$ cat src/design/sdscm_defs.svh
`ifndef SDSCM_DEFS_SVH
`define SDSCM_DEFS_SVH
// ==========================================
// Mode select encodings
`define SDSCM_MODE_NORMAL 3'h0
`define SDSCM_MODE_PRECHG 3'h1
`define SDSCM_MODE_AREF 3'h2
`define SDSCM_MODE_MRS 3'h3
`define SDSCM_MODE_LDCMD 3'h4
`define SDSCM_MODE_FPROG 3'h5
// ==========================================
// Memory command pins {cs_n, ras_n, cas_n, we_n}
`define SDSCM_CMD_NOP 4'h7
`define SDSCM_CMD_ACT 4'h3
`define SDSCM_CMD_READ 4'h5
`define SDSCM_CMD_WRITE 4'h4
`define SDSCM_CMD_PRE 4'h2
`define SDSCM_CMD_REF 4'h1
`define SDSCM_CMD_MRS 4'h0
// ==========================================
// Flash operation codes on low address byte
`define SDSCM_OP_PROGRAM 8'h40
`define SDSCM_OP_STATUS 8'h70
`define SDSCM_OP_MSB 7
// ==========================================
// Address geometry
`define SDSCM_AP_BIT 10
`define SDSCM_ROW_MUX_HI 10
`define SDSCM_COL_LO_BIT 1
`define SDSCM_BANK_LO_BIT 22
`define SDSCM_ROW_LO_BIT 11
// ==========================================
// Refresh timing, ns per row and cycle counts
`define SDSCM_CLK_PERIOD_NS 4
`define SDSCM_REF_4K_NS 15620
`define SDSCM_REF_8K_NS 7810
`define SDSCM_REF_4K_CYC (`SDSCM_REF_4K_NS / `SDSCM_CLK_PERIOD_NS)
`define SDSCM_REF_8K_CYC (`SDSCM_REF_8K_NS / `SDSCM_CLK_PERIOD_NS)
`define SDSCM_REF_4K_ROWS 13'h1000
`define SDSCM_REF_8K_ROWS 14'h2000
`define SDSCM_STAT_LSB 0
`define SDSCM_CL_MIN 2'h1
`endif

$ cat src/design/sdscm_pkg.sv
package sdscm_pkg;
  // Memory-side command word with address
  typedef struct packed {
    logic [3:0] cmd;
    logic [1:0] bank;
    logic [12:0] addr;
  } sdscm_mem_cmd_t;

  // Bus request
  typedef struct packed {
    logic write;
    logic [23:0] addr;
    logic [31:0] wdata;
  } sdscm_bus_req_t;
endpackage

$ cat src/design/sdscm_refresh_timer.sv
`timescale 1ns/10ps
`include "sdscm_defs.svh"
module sdscm_refresh_timer
  import sdscm_pkg::*;
(
  input wire logic clk_in,
  input wire logic resetn_in,
  input wire logic dense_in,
  input wire logic done_in,
  output logic due_out
);
  logic [12:0] cnt_q;
  logic [12:0] cnt_d;
  logic due_q;
  logic due_d;

  // ==========================================
  // Per-row interval, 4096 or 8192 row devices
  always_comb begin
    cnt_d = cnt_q;
    due_d = due_q;
    if (done_in) begin
      due_d = 1'b0;
    end
    if (cnt_q == 13'h0) begin
      cnt_d = dense_in ? 13'(`SDSCM_REF_8K_CYC - 1) : 13'(`SDSCM_REF_4K_CYC - 1);
      due_d = 1'b1;
    end else begin
      cnt_d = cnt_q - 13'h1;
    end
  end

  always_ff @(posedge clk_in or negedge resetn_in) begin
    if (!resetn_in) begin
      cnt_q <= 13'h0;
      due_q <= 1'b0;
    end else begin
      cnt_q <= cnt_d;
      due_q <= due_d;
    end
  end

  assign due_out = due_q;
endmodule

$ cat src/design/sdscm_ctrl.sv
`timescale 1ns/10ps
`include "sdscm_defs.svh"
// Operation
// - Mode 011 makes every memory access a mode-register-set with value on address.
// - Read or write triggers mode set; write data dropped, data bus undriven.
// - Mode value appears on row and bank address outputs.
// - Mode set access takes two bus clocks, command lasts one clock.
// - Flash triplet order: load command, activate, read or write; gaps allowed.
// - Load command uses the refresh command pin encoding.
// - Load-command mode: any access issues load command, opcode from address.
// - Program write: load command with low byte 0x40, bank and address kept.
// - Then activate with row and bank, write with column, bank, data.
// - No burst terminate after flash program write.
// - Program-mode read: load 0x70, activate, read with bank and column.
// - Status captured from low eight data lines after column latency.
// - Any width or density with four banks on two bank bits.
// - Refresh 4096 rows at one row per 15.62 us, or 8192 rows at one row per 7.81 us.
// - Only row/column differing lines multiplexed; upper row and bank steady.
// - Precharge mode: address line ten high precharges all, else one bank.
module sdscm_ctrl
  import sdscm_pkg::*;
(
  input wire logic clk_in,
  input wire logic resetn_in,
  input wire logic [2:0] command_mode_select_in,
  input wire logic dense_in,
  input wire logic [1:0] column_latency_in,
  input wire logic req_valid_in,
  input wire sdscm_bus_req_t req_in,
  output logic req_ready_out,
  output logic resp_valid_out,
  output logic [31:0] resp_rdata_out,
  output logic memory_chip_select_n_out,
  output logic ras_n_out,
  output logic cas_n_out,
  output logic memory_write_strobe_n_out,
  output logic [1:0] bank_out,
  output logic [12:0] addr_out,
  output logic [31:0] dq_out,
  output logic dq_oe_out,
  input wire logic [31:0] dq_in,
  output logic refresh_due_out
);
  typedef enum logic [3:0] {
    S_IDLE, S_FIN, S_ACT, S_ACC, S_LAT, S_DONE
  } sdscm_state_t;

  sdscm_state_t st_q, st_d;
  sdscm_bus_req_t req_q, req_d;
  sdscm_mem_cmd_t mc_q, mc_d;
  logic [31:0] dq_q, dq_d;
  logic oe_q, oe_d;
  logic rdy_q, rdy_d;
  logic rv_q, rv_d;
  logic [31:0] rd_q, rd_d;
  logic [1:0] lat_q, lat_d;
  logic ref_due;
  logic ref_done_q, ref_done_d;
  logic [2:0] mode_q, mode_d;
  logic take;

  // Mode is sampled with the request, a later change cannot split a sequence
  assign take = req_valid_in && rdy_q;

  // ==========================================
  // Address helpers
  function automatic logic [1:0] bank_of(input logic [23:0] a);
    return a[`SDSCM_BANK_LO_BIT +: 2];
  endfunction

  // Upper row bits above the fold stay on their pins in both phases
  function automatic logic [12:0] row_of(input logic [23:0] a);
    return a[`SDSCM_ROW_LO_BIT +: 13];
  endfunction

  function automatic logic [12:0] col_of(input logic [23:0] a);
    logic [12:0] r;
    r = row_of(a);
    r[`SDSCM_ROW_MUX_HI:0] = a[`SDSCM_COL_LO_BIT +: 11];
    r[`SDSCM_AP_BIT] = 1'b0;
    return r;
  endfunction

  // Opcode takes the low address byte, the rest still names the target
  function automatic logic [12:0] ld_addr_of(input logic [23:0] a, input logic [7:0] op);
    logic [12:0] r;
    r = row_of(a);
    r[`SDSCM_OP_MSB:0] = op;
    return r;
  endfunction

  function automatic sdscm_mem_cmd_t mk(input logic [3:0] c, input logic [1:0] b,
                                        input logic [12:0] a);
    sdscm_mem_cmd_t m;
    m.cmd = c;
    m.bank = b;
    m.addr = a;
    return m;
  endfunction

  // ==========================================
  // Refresh interval timer
  sdscm_refresh_timer u_ref (
    .clk_in(clk_in),
    .resetn_in(resetn_in),
    .dense_in(dense_in),
    .done_in(ref_done_q),
    .due_out(ref_due)
  );

  // ==========================================
  // Command sequencer
  always_comb begin
    st_d = st_q;
    req_d = req_q;
    mode_d = mode_q;
    mc_d = mk(`SDSCM_CMD_NOP, mc_q.bank, mc_q.addr);
    rdy_d = 1'b0;
    case (st_q)
      S_IDLE: begin
        rdy_d = 1'b1;
        if (take) begin
          req_d = req_in;
          mode_d = command_mode_select_in;
          rdy_d = 1'b0;
          // Special modes other than flash program end after one command, never touching the array
          st_d = S_FIN;
          case (command_mode_select_in)
            `SDSCM_MODE_MRS: begin
              // Row and bank lines carry the value, data stays off the pins
              mc_d = mk(`SDSCM_CMD_MRS, bank_of(req_in.addr), row_of(req_in.addr));
            end
            `SDSCM_MODE_PRECHG: begin
              mc_d = mk(`SDSCM_CMD_PRE, bank_of(req_in.addr), row_of(req_in.addr));
            end
            `SDSCM_MODE_AREF: begin
              mc_d = mk(`SDSCM_CMD_REF, bank_of(req_in.addr), row_of(req_in.addr));
            end
            `SDSCM_MODE_LDCMD: begin
              mc_d = mk(`SDSCM_CMD_REF, bank_of(req_in.addr), row_of(req_in.addr));
            end
            `SDSCM_MODE_FPROG: begin
              // Hardware triplet, opcode forced on the low address byte
              mc_d = mk(`SDSCM_CMD_REF, bank_of(req_in.addr),
                        ld_addr_of(req_in.addr, req_in.write ? `SDSCM_OP_PROGRAM
                                                             : `SDSCM_OP_STATUS));
              st_d = S_ACT;
            end
            default: begin
              // Normal array access, activate then column access
              mc_d = mk(`SDSCM_CMD_ACT, bank_of(req_in.addr), row_of(req_in.addr));
              st_d = S_ACC;
            end
          endcase
        end
      end
      S_ACT: begin
        mc_d = mk(`SDSCM_CMD_ACT, bank_of(req_q.addr), row_of(req_q.addr));
        st_d = S_ACC;
      end
      S_ACC: begin
        if (req_q.write) begin
          mc_d = mk(`SDSCM_CMD_WRITE, bank_of(req_q.addr), col_of(req_q.addr));
          // Flash takes single writes, so no burst terminate follows
          st_d = S_FIN;
        end else begin
          mc_d = mk(`SDSCM_CMD_READ, bank_of(req_q.addr), col_of(req_q.addr));
          st_d = S_LAT;
        end
      end
      S_LAT: begin
        if (lat_q <= `SDSCM_CL_MIN) begin
          st_d = S_DONE;
        end
      end
      S_DONE: begin
        st_d = S_IDLE;
      end
      S_FIN: begin
        st_d = S_IDLE;
      end
      default: begin
        st_d = S_IDLE;
      end
    endcase
  end

  always_ff @(posedge clk_in or negedge resetn_in) begin
    if (!resetn_in) begin
      st_q <= S_IDLE;
      req_q <= '0;
      mode_q <= `SDSCM_MODE_NORMAL;
      mc_q <= '{cmd: `SDSCM_CMD_NOP, bank: 2'h0, addr: 13'h0};
      rdy_q <= 1'b0;
    end else begin
      st_q <= st_d;
      req_q <= req_d;
      mode_q <= mode_d;
      mc_q <= mc_d;
      rdy_q <= rdy_d;
    end
  end

  // ==========================================
  // Column latency counter
  always_comb begin
    lat_d = lat_q;
    if (st_q == S_ACC && !req_q.write) begin
      lat_d = column_latency_in;
    end else if (st_q == S_LAT && lat_q > `SDSCM_CL_MIN) begin
      lat_d = lat_q - 2'h1;
    end
  end

  always_ff @(posedge clk_in or negedge resetn_in) begin
    if (!resetn_in) begin
      lat_q <= 2'h0;
    end else begin
      lat_q <= lat_d;
    end
  end

  // ==========================================
  // Write data drive, only in the column slot of a write
  // Mode set and load command never reach this slot, so the bus stays off
  always_comb begin
    dq_d = dq_q;
    oe_d = 1'b0;
    if (st_q == S_ACC && req_q.write) begin
      dq_d = req_q.wdata;
      oe_d = 1'b1;
    end
  end

  always_ff @(posedge clk_in or negedge resetn_in) begin
    if (!resetn_in) begin
      dq_q <= 32'h0;
      oe_q <= 1'b0;
    end else begin
      dq_q <= dq_d;
      oe_q <= oe_d;
    end
  end

  // ==========================================
  // Response, status reads keep only the low data byte
  always_comb begin
    rv_d = 1'b0;
    rd_d = rd_q;
    if (st_q == S_DONE) begin
      rv_d = 1'b1;
      if (mode_q == `SDSCM_MODE_FPROG) begin
        rd_d = {24'h0, dq_in[`SDSCM_STAT_LSB +: 8]};
      end else begin
        rd_d = dq_in;
      end
    end else if (st_q == S_FIN) begin
      rv_d = 1'b1;
      rd_d = 32'h0;
    end
  end

  always_ff @(posedge clk_in or negedge resetn_in) begin
    if (!resetn_in) begin
      rv_q <= 1'b0;
      rd_q <= 32'h0;
    end else begin
      rv_q <= rv_d;
      rd_q <= rd_d;
    end
  end

  // ==========================================
  // Software refresh clears the due flag one clock after acceptance
  always_comb begin
    ref_done_d = 1'b0;
    if (take && command_mode_select_in == `SDSCM_MODE_AREF) begin
      ref_done_d = 1'b1;
    end
  end

  always_ff @(posedge clk_in or negedge resetn_in) begin
    if (!resetn_in) begin
      ref_done_q <= 1'b0;
    end else begin
      ref_done_q <= ref_done_d;
    end
  end

  // ==========================================
  // Outputs, all from flops
  assign req_ready_out = rdy_q;
  assign resp_valid_out = rv_q;
  assign resp_rdata_out = rd_q;
  assign memory_chip_select_n_out = mc_q.cmd[3];
  assign ras_n_out = mc_q.cmd[2];
  assign cas_n_out = mc_q.cmd[1];
  assign memory_write_strobe_n_out = mc_q.cmd[0];
  assign bank_out = mc_q.bank;
  assign addr_out = mc_q.addr;
  assign dq_out = dq_q;
  assign dq_oe_out = oe_q;
  assign refresh_due_out = ref_due;
endmodule

$ cat config.mk
export PLATFORM = sky130hd
export DESIGN_NAME = sdscm_ctrl
export DESIGN_NICKNAME = d
export VERILOG_FILES = /design/src/design/sdscm_pkg.sv /design/src/design/sdscm_refresh_timer.sv /design/src/design/sdscm_ctrl.sv
export VERILOG_INCLUDE_DIRS = /design/src /design/src/design
export SDC_FILE = /design/constraint.sdc
export NUM_CORES = 1
export LEC_CHECK = 0
export ABC_AREA = 0
export BUFFER_PORTS_ARGS = -buffer_cell sky130_fd_sc_hd__buf_4
export CORE_AREA = 2 2 114 116
export CTS_CLUSTER_SIZE = 8
export DETAILED_ROUTE_END_ITERATION = 6
export DIE_AREA = 0 0 116 118
export PLACE_DENSITY = 0.83
export RECOVER_POWER = 100
export SLEW_MARGIN = 0
export SYNTH_ARGS = -nofsm -noshare
export SYNTH_HDL_FRONTEND = slang
export SYNTH_HIERARCHICAL = 1
export SYNTH_SLANG_ARGS = --single-unit
$ cat constraint.sdc
create_clock -name clk_in -period 3.5 [get_ports clk_in]
set_clock_uncertainty 0.15 [all_clocks]
set_input_delay 0.35 -clock clk_in [delete_from_list [all_inputs] [get_ports clk_in]]
set_output_delay 0.35 -clock clk_in [all_outputs]
set_load 0.05 [all_outputs]
### Word level (Yosys, flattened, before mapping)

Cells that the tools add are included.

* word-level logic and storage cells: 76
* bits in registers: 167
* output and inout port bits: 87

* reductions and logical operators: 17
* magnitude comparators: 2
* muxes and demuxes: 25
* equality and inequality tests: 13
* add/subtract/negate cells: 2

Operators by type and width (number)
* two-way mux 32 bit: 3
* case mux 17 bit (4 select lines): 1
* case mux 19 bit (3 select lines): 1
* two-way mux 18 bit: 1
* two-way mux 16 bit: 1
* case mux 4 bit (4 select lines): 1
* zero test 13 bit: 1
* two-way mux 13 bit: 1
* subtractor 13 x 1 -> 13 bit (second input constant): 1
* two-way mux 12 bit: 1
* equality test 3 bit (second input constant): 3
* equality test 4 x 2 -> 1 bit (second input constant): 2
* equality test 4 x 3 -> 1 bit (second input constant): 2
* two-way mux 1 bit: 8
* two-way mux 4 bit: 2
* equality test 3 x 2 -> 1 bit (second input constant): 2
* two-way mux 6 bit: 1
* AND reduction 2 bit: 3
* nonzero test 2 bit: 3
* logical AND 1 bit: 5
* equality test 4 x 1 -> 1 bit (second input constant): 1
* zero test 4 bit: 1
* two-way mux 2 bit: 2
* inequality test 2 bit (second input constant): 2
* other kinds (10): 10

### Logic depth before layout (Yosys ltp)

* depth in word-level cells: 5
* mapped depth: 7

### Hierarchy

The synthesis kept the hierarchy.

By module, submodules not included
* sdscm_ctrl: cells each 529, area an instance 6008.3 um2, instances 1
* sdscm_refresh_timer: cells each 82, area an instance 798.3 um2, instances 1

### Worst setup path after synthesis

Ideal clock, no wire load.

* path kind: reg2reg
* start: register u_ref.cnt_q[5]
* end: register u_ref.cnt_q[12]
* data arrival time: 1.775 ns
* library setup time: 0.128 ns
* slack: 1.448 ns
* required time: 3.222 ns
* period minus slack after synthesis: 2.052 ns
* cell stages (with the launch flop): 6
* path through: dfrtp_1 -> or4_4 -> buf_6 -> nor3_4 -> nor4b_4 -> mux2_1

* longest elaborated chain between the ends: 2
* elaborated cells between the ends (all ways): 3
* those cells by class: add/sub: 1; mux: 1; reduce/logical: 1

RTL lines
* from (decl): line sdscm_refresh_timer.sv:12 `logic [12:0] cnt_q;`
* from (signal assigned): line sdscm_refresh_timer.sv:38 `cnt_q <= cnt_d;`
* subtractor 13 x 1 -> 13 bit / zero test 13 bit (equally long branches): line sdscm_refresh_timer.sv:29, sdscm_refresh_timer.sv:25
* two-way mux 13 bit *: line sdscm_refresh_timer.sv:25 `if (cnt_q == 13'h0) begin`
* net u_ref.cnt_d[12]: line sdscm_refresh_timer.sv:13 `logic [12:0] cnt_d;`

Mark *: on every way through the listed nets, which the timed path passes. The rest lies on a longest branch.
A chain may end at the register's enable or synchronous reset.

### Worst setup path after layout

* start: register st_q[2]
* end: register mc_q (netlist bit addr_out[9])

* longest elaborated chain between the ends: 3
* elaborated cells between the ends (all ways): 7
* those cells by class: eq/ne: 3; mux: 1; reduce/logical: 3

RTL lines
* from (decl): line sdscm_ctrl.sv:48 `sdscm_state_t st_q, st_d;`
* from (signal assigned): line sdscm_ctrl.sv:196 `st_q <= st_d;`
* equality test 4 x 2 -> 1 bit (tied with other cells): line sdscm_ctrl.sv:119 `case (st_q)`
* nonzero test 3 bit (no line) / inequality test 2 bit (equally long branches)
* AND reduction 2 bit (no line)
* to (signal assigned): line sdscm_ctrl.sv:193 `` mc_q <= '{cmd: `SDSCM_CMD_NOP, bank: 2'h0, addr: 13'h0}; ``
* to (signal assigned): line sdscm_ctrl.sv:199 `mc_q <= mc_d;`
* to (decl): line sdscm_ctrl.sv:50 `sdscm_mem_cmd_t mc_q, mc_d;`

Parallel ways exist; a longest one is shown, timed or not.

==> key figures <==
Die
  • Rows: 41
  • Effective utilization at floorplan: 54.8%
  • Width of the chip: 116 um
  • Core outline area: 0.0124 sq mm
  • Count of pins on the block boundary: 185
  • Vertical extent of the die: 118 um
  • Area enclosed by the die boundary: 0.0137 sq mm

Power and ir drop
  • Total chip power: 8.60 mW
  • Power per unit of standard cell area: 932 mW/mm^2
  • Leakage dissipation: 4.53 nW
  • Worst VDD drop: 0.000562 V

Drt
  • Via count: 5,666
  • Total detailed-routing wirelength: 18,300 um
  • Detailed-routing iteration count for the pre-antenna-repair pass: 5
  • Average wire per standard cell: 17.5 um
  • Detailed-route vias per instance: 5.41
  • Antenna viol nets, final: 0
  • Count of unresolved DRC violations after routing: 0
  • DRC violation total after the first TritonRoute iteration: 385

Finish
  • Sequential standard cell area: 0.00406 sq mm
  • Share of the core filled with cells in the final layout: 74.3%
  • Area taken by multi-input logic gates: 0.00233 sq mm
  • Fraction of layout instances using a drive strength above 1: 17.1%
  • Layout overhead on the synthesized area: 35.6%
  • Nets: 963
  • Number of fill cells in the layout: 921
  • Antenna diode count: 0

Logic synthesis
  • Top flip-flop cell by instance count after synthesis: sky130_fd_sc_hd__dfrtp_1
  • Leading post-synthesis cells by cell area: sky130_fd_sc_hd__dfrtp_1 58%, sky130_fd_sc_hd__nand2_1 11%, sky130_fd_sc_hd__mux2_4 6.4%, sky130_fd_sc_hd__a22o_1 3.1%, sky130_fd_sc_hd__o21ai_0 1.5%
  • Number of nets produced by synthesis: 712
  • Number of enable flip-flop cells after synthesis: 0
  • Gate count of the mapped netlist: 611
  • Count of unique library cells instantiated by Yosys: 63
  • Mapped Area: 0.00681 sq mm
  • Total number of yosys warnings: 6
  • Average cell area after synthesis: 11.1 sq um
  • Async set-or-reset flop fraction in the synthesized netlist: 100%
  • Seq cells post-synth: 162
  • Sequential fraction of the synthesis area: 59.6%
  • Portion of synthesized cell area occupied by the leading cell type: 58.5%
  • Dominant cell type by area after synthesis: sky130_fd_sc_hd__dfrtp_1

Global route
  • Vias in the first global route: 6,095
  • Largest net degree at the start of global routing: 94
  • Met2 capacity usage during global routing: 48.0%
  • Global route total overflow: 0
  • Initial antenna violation count: 0
  • Highest-utilization routing layer at the global route stage: met2
  • Met3 usage: 7.36%
  • All-Layer GR Usage: 28.2%
  • Global-route track usage on met1: 32.1%
  • Wire length of the first global-routing pass: 29,700 um

Clock tree
  • Clk slew on worst S/H paths: 0.06 ns
  • Number of sinks driven by the clock tree: 162
  • Number of H-tree levels: 4
  • Setup repair bufs after CTS: 0
  • Number of buffers added by the clock tree synthesis step: 17
  • Clock Tree Buf Depth: 2
  • CTS tree: built
  • Clock latency reported for the late side of the worst-skew pair: 0.42 ns
  • Root buffer selected by CTS: sky130_fd_sc_hd__clkbuf_16

Status
  • Violations in the final reports: max-capacitance violations, max-slew violations
  • Run status: finished with violations

Critical path
  • Endpoint required time on the critical path: 3.68 ns
  • Worst-path fanout max: 20
  • Largest stage delay, worst path: 1.02 ns
  • Startpoint-to-endpoint class of the critical path: reg2reg
  • Data arrival, critical path: 2.98 ns
  • Kind of start point of the critical path: flip-flop
  • Critical path endpoint category: flip-flop
  • CP cell instances: and2b_1 > a21oi_1 > a22oi_1 > o21ai_0
  • Standard cell with the maximum stage delay on the critical path: sky130_fd_sc_hd__a21oi_1

Placed design
  • Gpl congestion: 0.797
  • Port Buffers: 182
  • Final HPWL DP: 10,800 um
  • Post-placement worst setup slack: 1.11 ns

Timing
  • Actual slew at the worst max-slew pin: 2.29 ns
  • Slew headroom: -52.6%
  • Setup repair after global routing missed its margin: false
  • Min Tclk post-route: 2.80 ns
  • Max Transition Viols Final: 93
  • Maximum clock frequency: 0.358 GHz
  • Final critical-path setup slack: 0.705 ns
  • Accumulated negative setup slack: 0 ns
  • Fin. Hold Viols: 0
  • Endpoints failing setup: 0
  • Share of the clock period used by the worst path after layout: 79.9%

Run
  • Max-cap violations: 1

Worst hold path
  • Path type of the worst min-delay path: in2reg
==> state kept, by name, summed over array words and instances, names as in the netlist <==
name	flops
ras_n_out	1
resp_rdata_out	32
req_ready_out	1
memory_write_strobe_n_out	1
cas_n_out	1
u_ref/due_out	1
ref_done_q	1
lat_q	2
u_ref/cnt_q	13
mode_q	3
req_q	56
bank_out	2
addr_out	11
st_q	3
dq_out	32
resp_valid_out	1
dq_oe_out	1
==> worst max-delay path, delay by kind of cell (launching register included) <==
| kind | cells | cell delay (ns) |
|---|---|---|
| AO/OA/AOI/OAI | 3 | 1.42 |
| flip-flops | 1 | 0.77 |
| AND/OR/NAND/NOR | 1 | 0.35 |
==> placed cells by master, fill, tap and decap left out, types with 2 or more instances in the layout <==
| master | synthesis | final |
|---|---|---|
| sky130_fd_sc_hd__a21oi_1 | 11 | 12 |
| sky130_fd_sc_hd__nand2_1 | 206 | 206 |
| sky130_fd_sc_hd__a32oi_1 | 2 | 2 |
| sky130_fd_sc_hd__a221o_1 | 7 | 7 |
| sky130_fd_sc_hd__nor2_1 | 15 | 17 |
| sky130_fd_sc_hd__nor3_1 | 4 | 6 |
| sky130_fd_sc_hd__a22oi_1 | 3 | 3 |
| sky130_fd_sc_hd__or2_2 | 4 | 4 |
| sky130_fd_sc_hd__buf_4 | 9 | 97 |
| sky130_fd_sc_hd__nor4b_1 | 2 | 2 |
| sky130_fd_sc_hd__clkinv_2 | 0 | 2 |
| sky130_fd_sc_hd__clkbuf_16 | 0 | 17 |
| sky130_fd_sc_hd__a22o_1 | 24 | 24 |
| sky130_fd_sc_hd__inv_6 | 0 | 2 |
| sky130_fd_sc_hd__o31ai_1 | 2 | 2 |
| sky130_fd_sc_hd__dfstp_2 | 3 | 3 |
| sky130_fd_sc_hd__a31oi_1 | 4 | 4 |
| sky130_fd_sc_hd__or3_1 | 2 | 2 |
| sky130_fd_sc_hd__inv_1 | 9 | 10 |
| sky130_fd_sc_hd__clkinvlp_4 | 0 | 2 |
| sky130_fd_sc_hd__dlygate4sd3_1 | 0 | 81 |
| sky130_fd_sc_hd__buf_12 | 0 | 2 |
| sky130_fd_sc_hd__clkbuf_8 | 0 | 3 |
| sky130_fd_sc_hd__mux2_2 | 5 | 5 |
| sky130_fd_sc_hd__nand2b_1 | 7 | 7 |
| sky130_fd_sc_hd__nand3b_1 | 1 | 2 |
| sky130_fd_sc_hd__clkbuf_1 | 10 | 88 |
| sky130_fd_sc_hd__o2bb2ai_1 | 2 | 2 |
| sky130_fd_sc_hd__ha_1 | 3 | 3 |
| sky130_fd_sc_hd__or4_1 | 2 | 2 |
| sky130_fd_sc_hd__xnor2_1 | 3 | 3 |
| sky130_fd_sc_hd__o21ai_0 | 20 | 20 |
| sky130_fd_sc_hd__mux2i_1 | 9 | 9 |
| sky130_fd_sc_hd__mux2_1 | 1 | 30 |
| sky130_fd_sc_hd__a222oi_1 | 2 | 2 |
| sky130_fd_sc_hd__bufinv_16 | 0 | 5 |
| sky130_fd_sc_hd__nor4_1 | 3 | 3 |
| sky130_fd_sc_hd__dfrtp_1 | 159 | 159 |
==> final cells by class <==
class | count | area share (%)
Inverter | 10 | 0.407
Sequential cell | 162 | 44.0
Clock buffer | 20 | 5.06
Clock inverter | 12 | 2.18
Timing Repair Buffer | 269 | 20.7
Multi-Input combinational cell | 402 | 25.3
Tap cell | 172 | 2.33
==> timing repair <==
| action | CTS | global route |
|---|---|---|
| resized for setup | 0 | 0 |
| hold buffers | 81 | 0 |
| endpoints found under the hold margin | 170 | 0 |
| endpoints found under the setup margin | 0 | 0 |
==> report_power, final <==
part / total [mW] / switching (mW) / internal [mW] / leakage, nW
clock network: 2.08 / 0.751 / 1.33 / 0.323
logic: 3.37 / 2.43 / 0.940 / 2.11
registers: 3.16 / 0.529 / 2.63 / 2.09
==> stage by stage <==
step	instance area [sq um]	hold WS, ns	cells
after floorplan	6810	-0.0956	611
after global placement	8240	0.278	934
after detailed placement	8240	0.303	934
after CTS	9720	0.00265	1047
after global routing	9230	0.00454	1047
final	9230	0.0189	1047
==> metal layers <==
| metal | up-vias | wire length [um] |
|---|---|---|
| met5 | - | 0 |
| met4 | 0 | 712 |
| met3 | 62 | 937 |
| met2 | 222 | 9590 |
| met1 | 2827 | 7080 |
| li1 | 2555 | - |
==> synth_stat cells, drive strengths merged, types with 2 or more instances <==
cell,count
mux2,35
a31oi,4
a22o,24
buf,27
clkbuf,10
nor3,6
a221o,7
dfstp,3
nand3b,2
nor4b,3
nor2,17
o21ai,21
nand2,208
a222oi,2
nor4,4
inv,10
xnor2,3
mux2i,9
dfrtp,159
a32oi,2
o2bb2ai,2
or2,4
o31ai,2
and2,2
ha,3
a22oi,3
or4,3
a21oi,12
nand2b,7
or3,2
==> cells by family (layout without fill, tap and decap cells) <==
logic type	Yosys count	in the layout	synth area share (%)
adders and majority gates	3	3	0.552
and+or+nand+nor	262	262	17.0
muxes	44	44	8.71
DFF	162	162	59.6
buffers and inverters	47	311	3.97
other	1	1	0.0551
xor gates and xnor gates	4	4	0.515
AOI/OAI and AO/OA	88	88	9.54
==> worst paths after layout <==
path / startpoint / cells after the start / slack (ns) / to
setup / recovery: st_q[2] / 4 / 0.70 / addr_out[9]
hold / removal: req_in[18] / 3 / 0.02 / req_q[18]
setup reg to reg: st_q[2] / 4 / 0.70 / addr_out[9]
hold reg to reg: ref_done_q / 1 / 0.28 / u_ref/due_out
max in group asynchronous: resetn_in / 2 / 0.86 / resp_rdata_out[13]
min in group asynchronous: resetn_in / 2 / 0.98 / req_q[35]
Power figures use the tool's default switching activity.
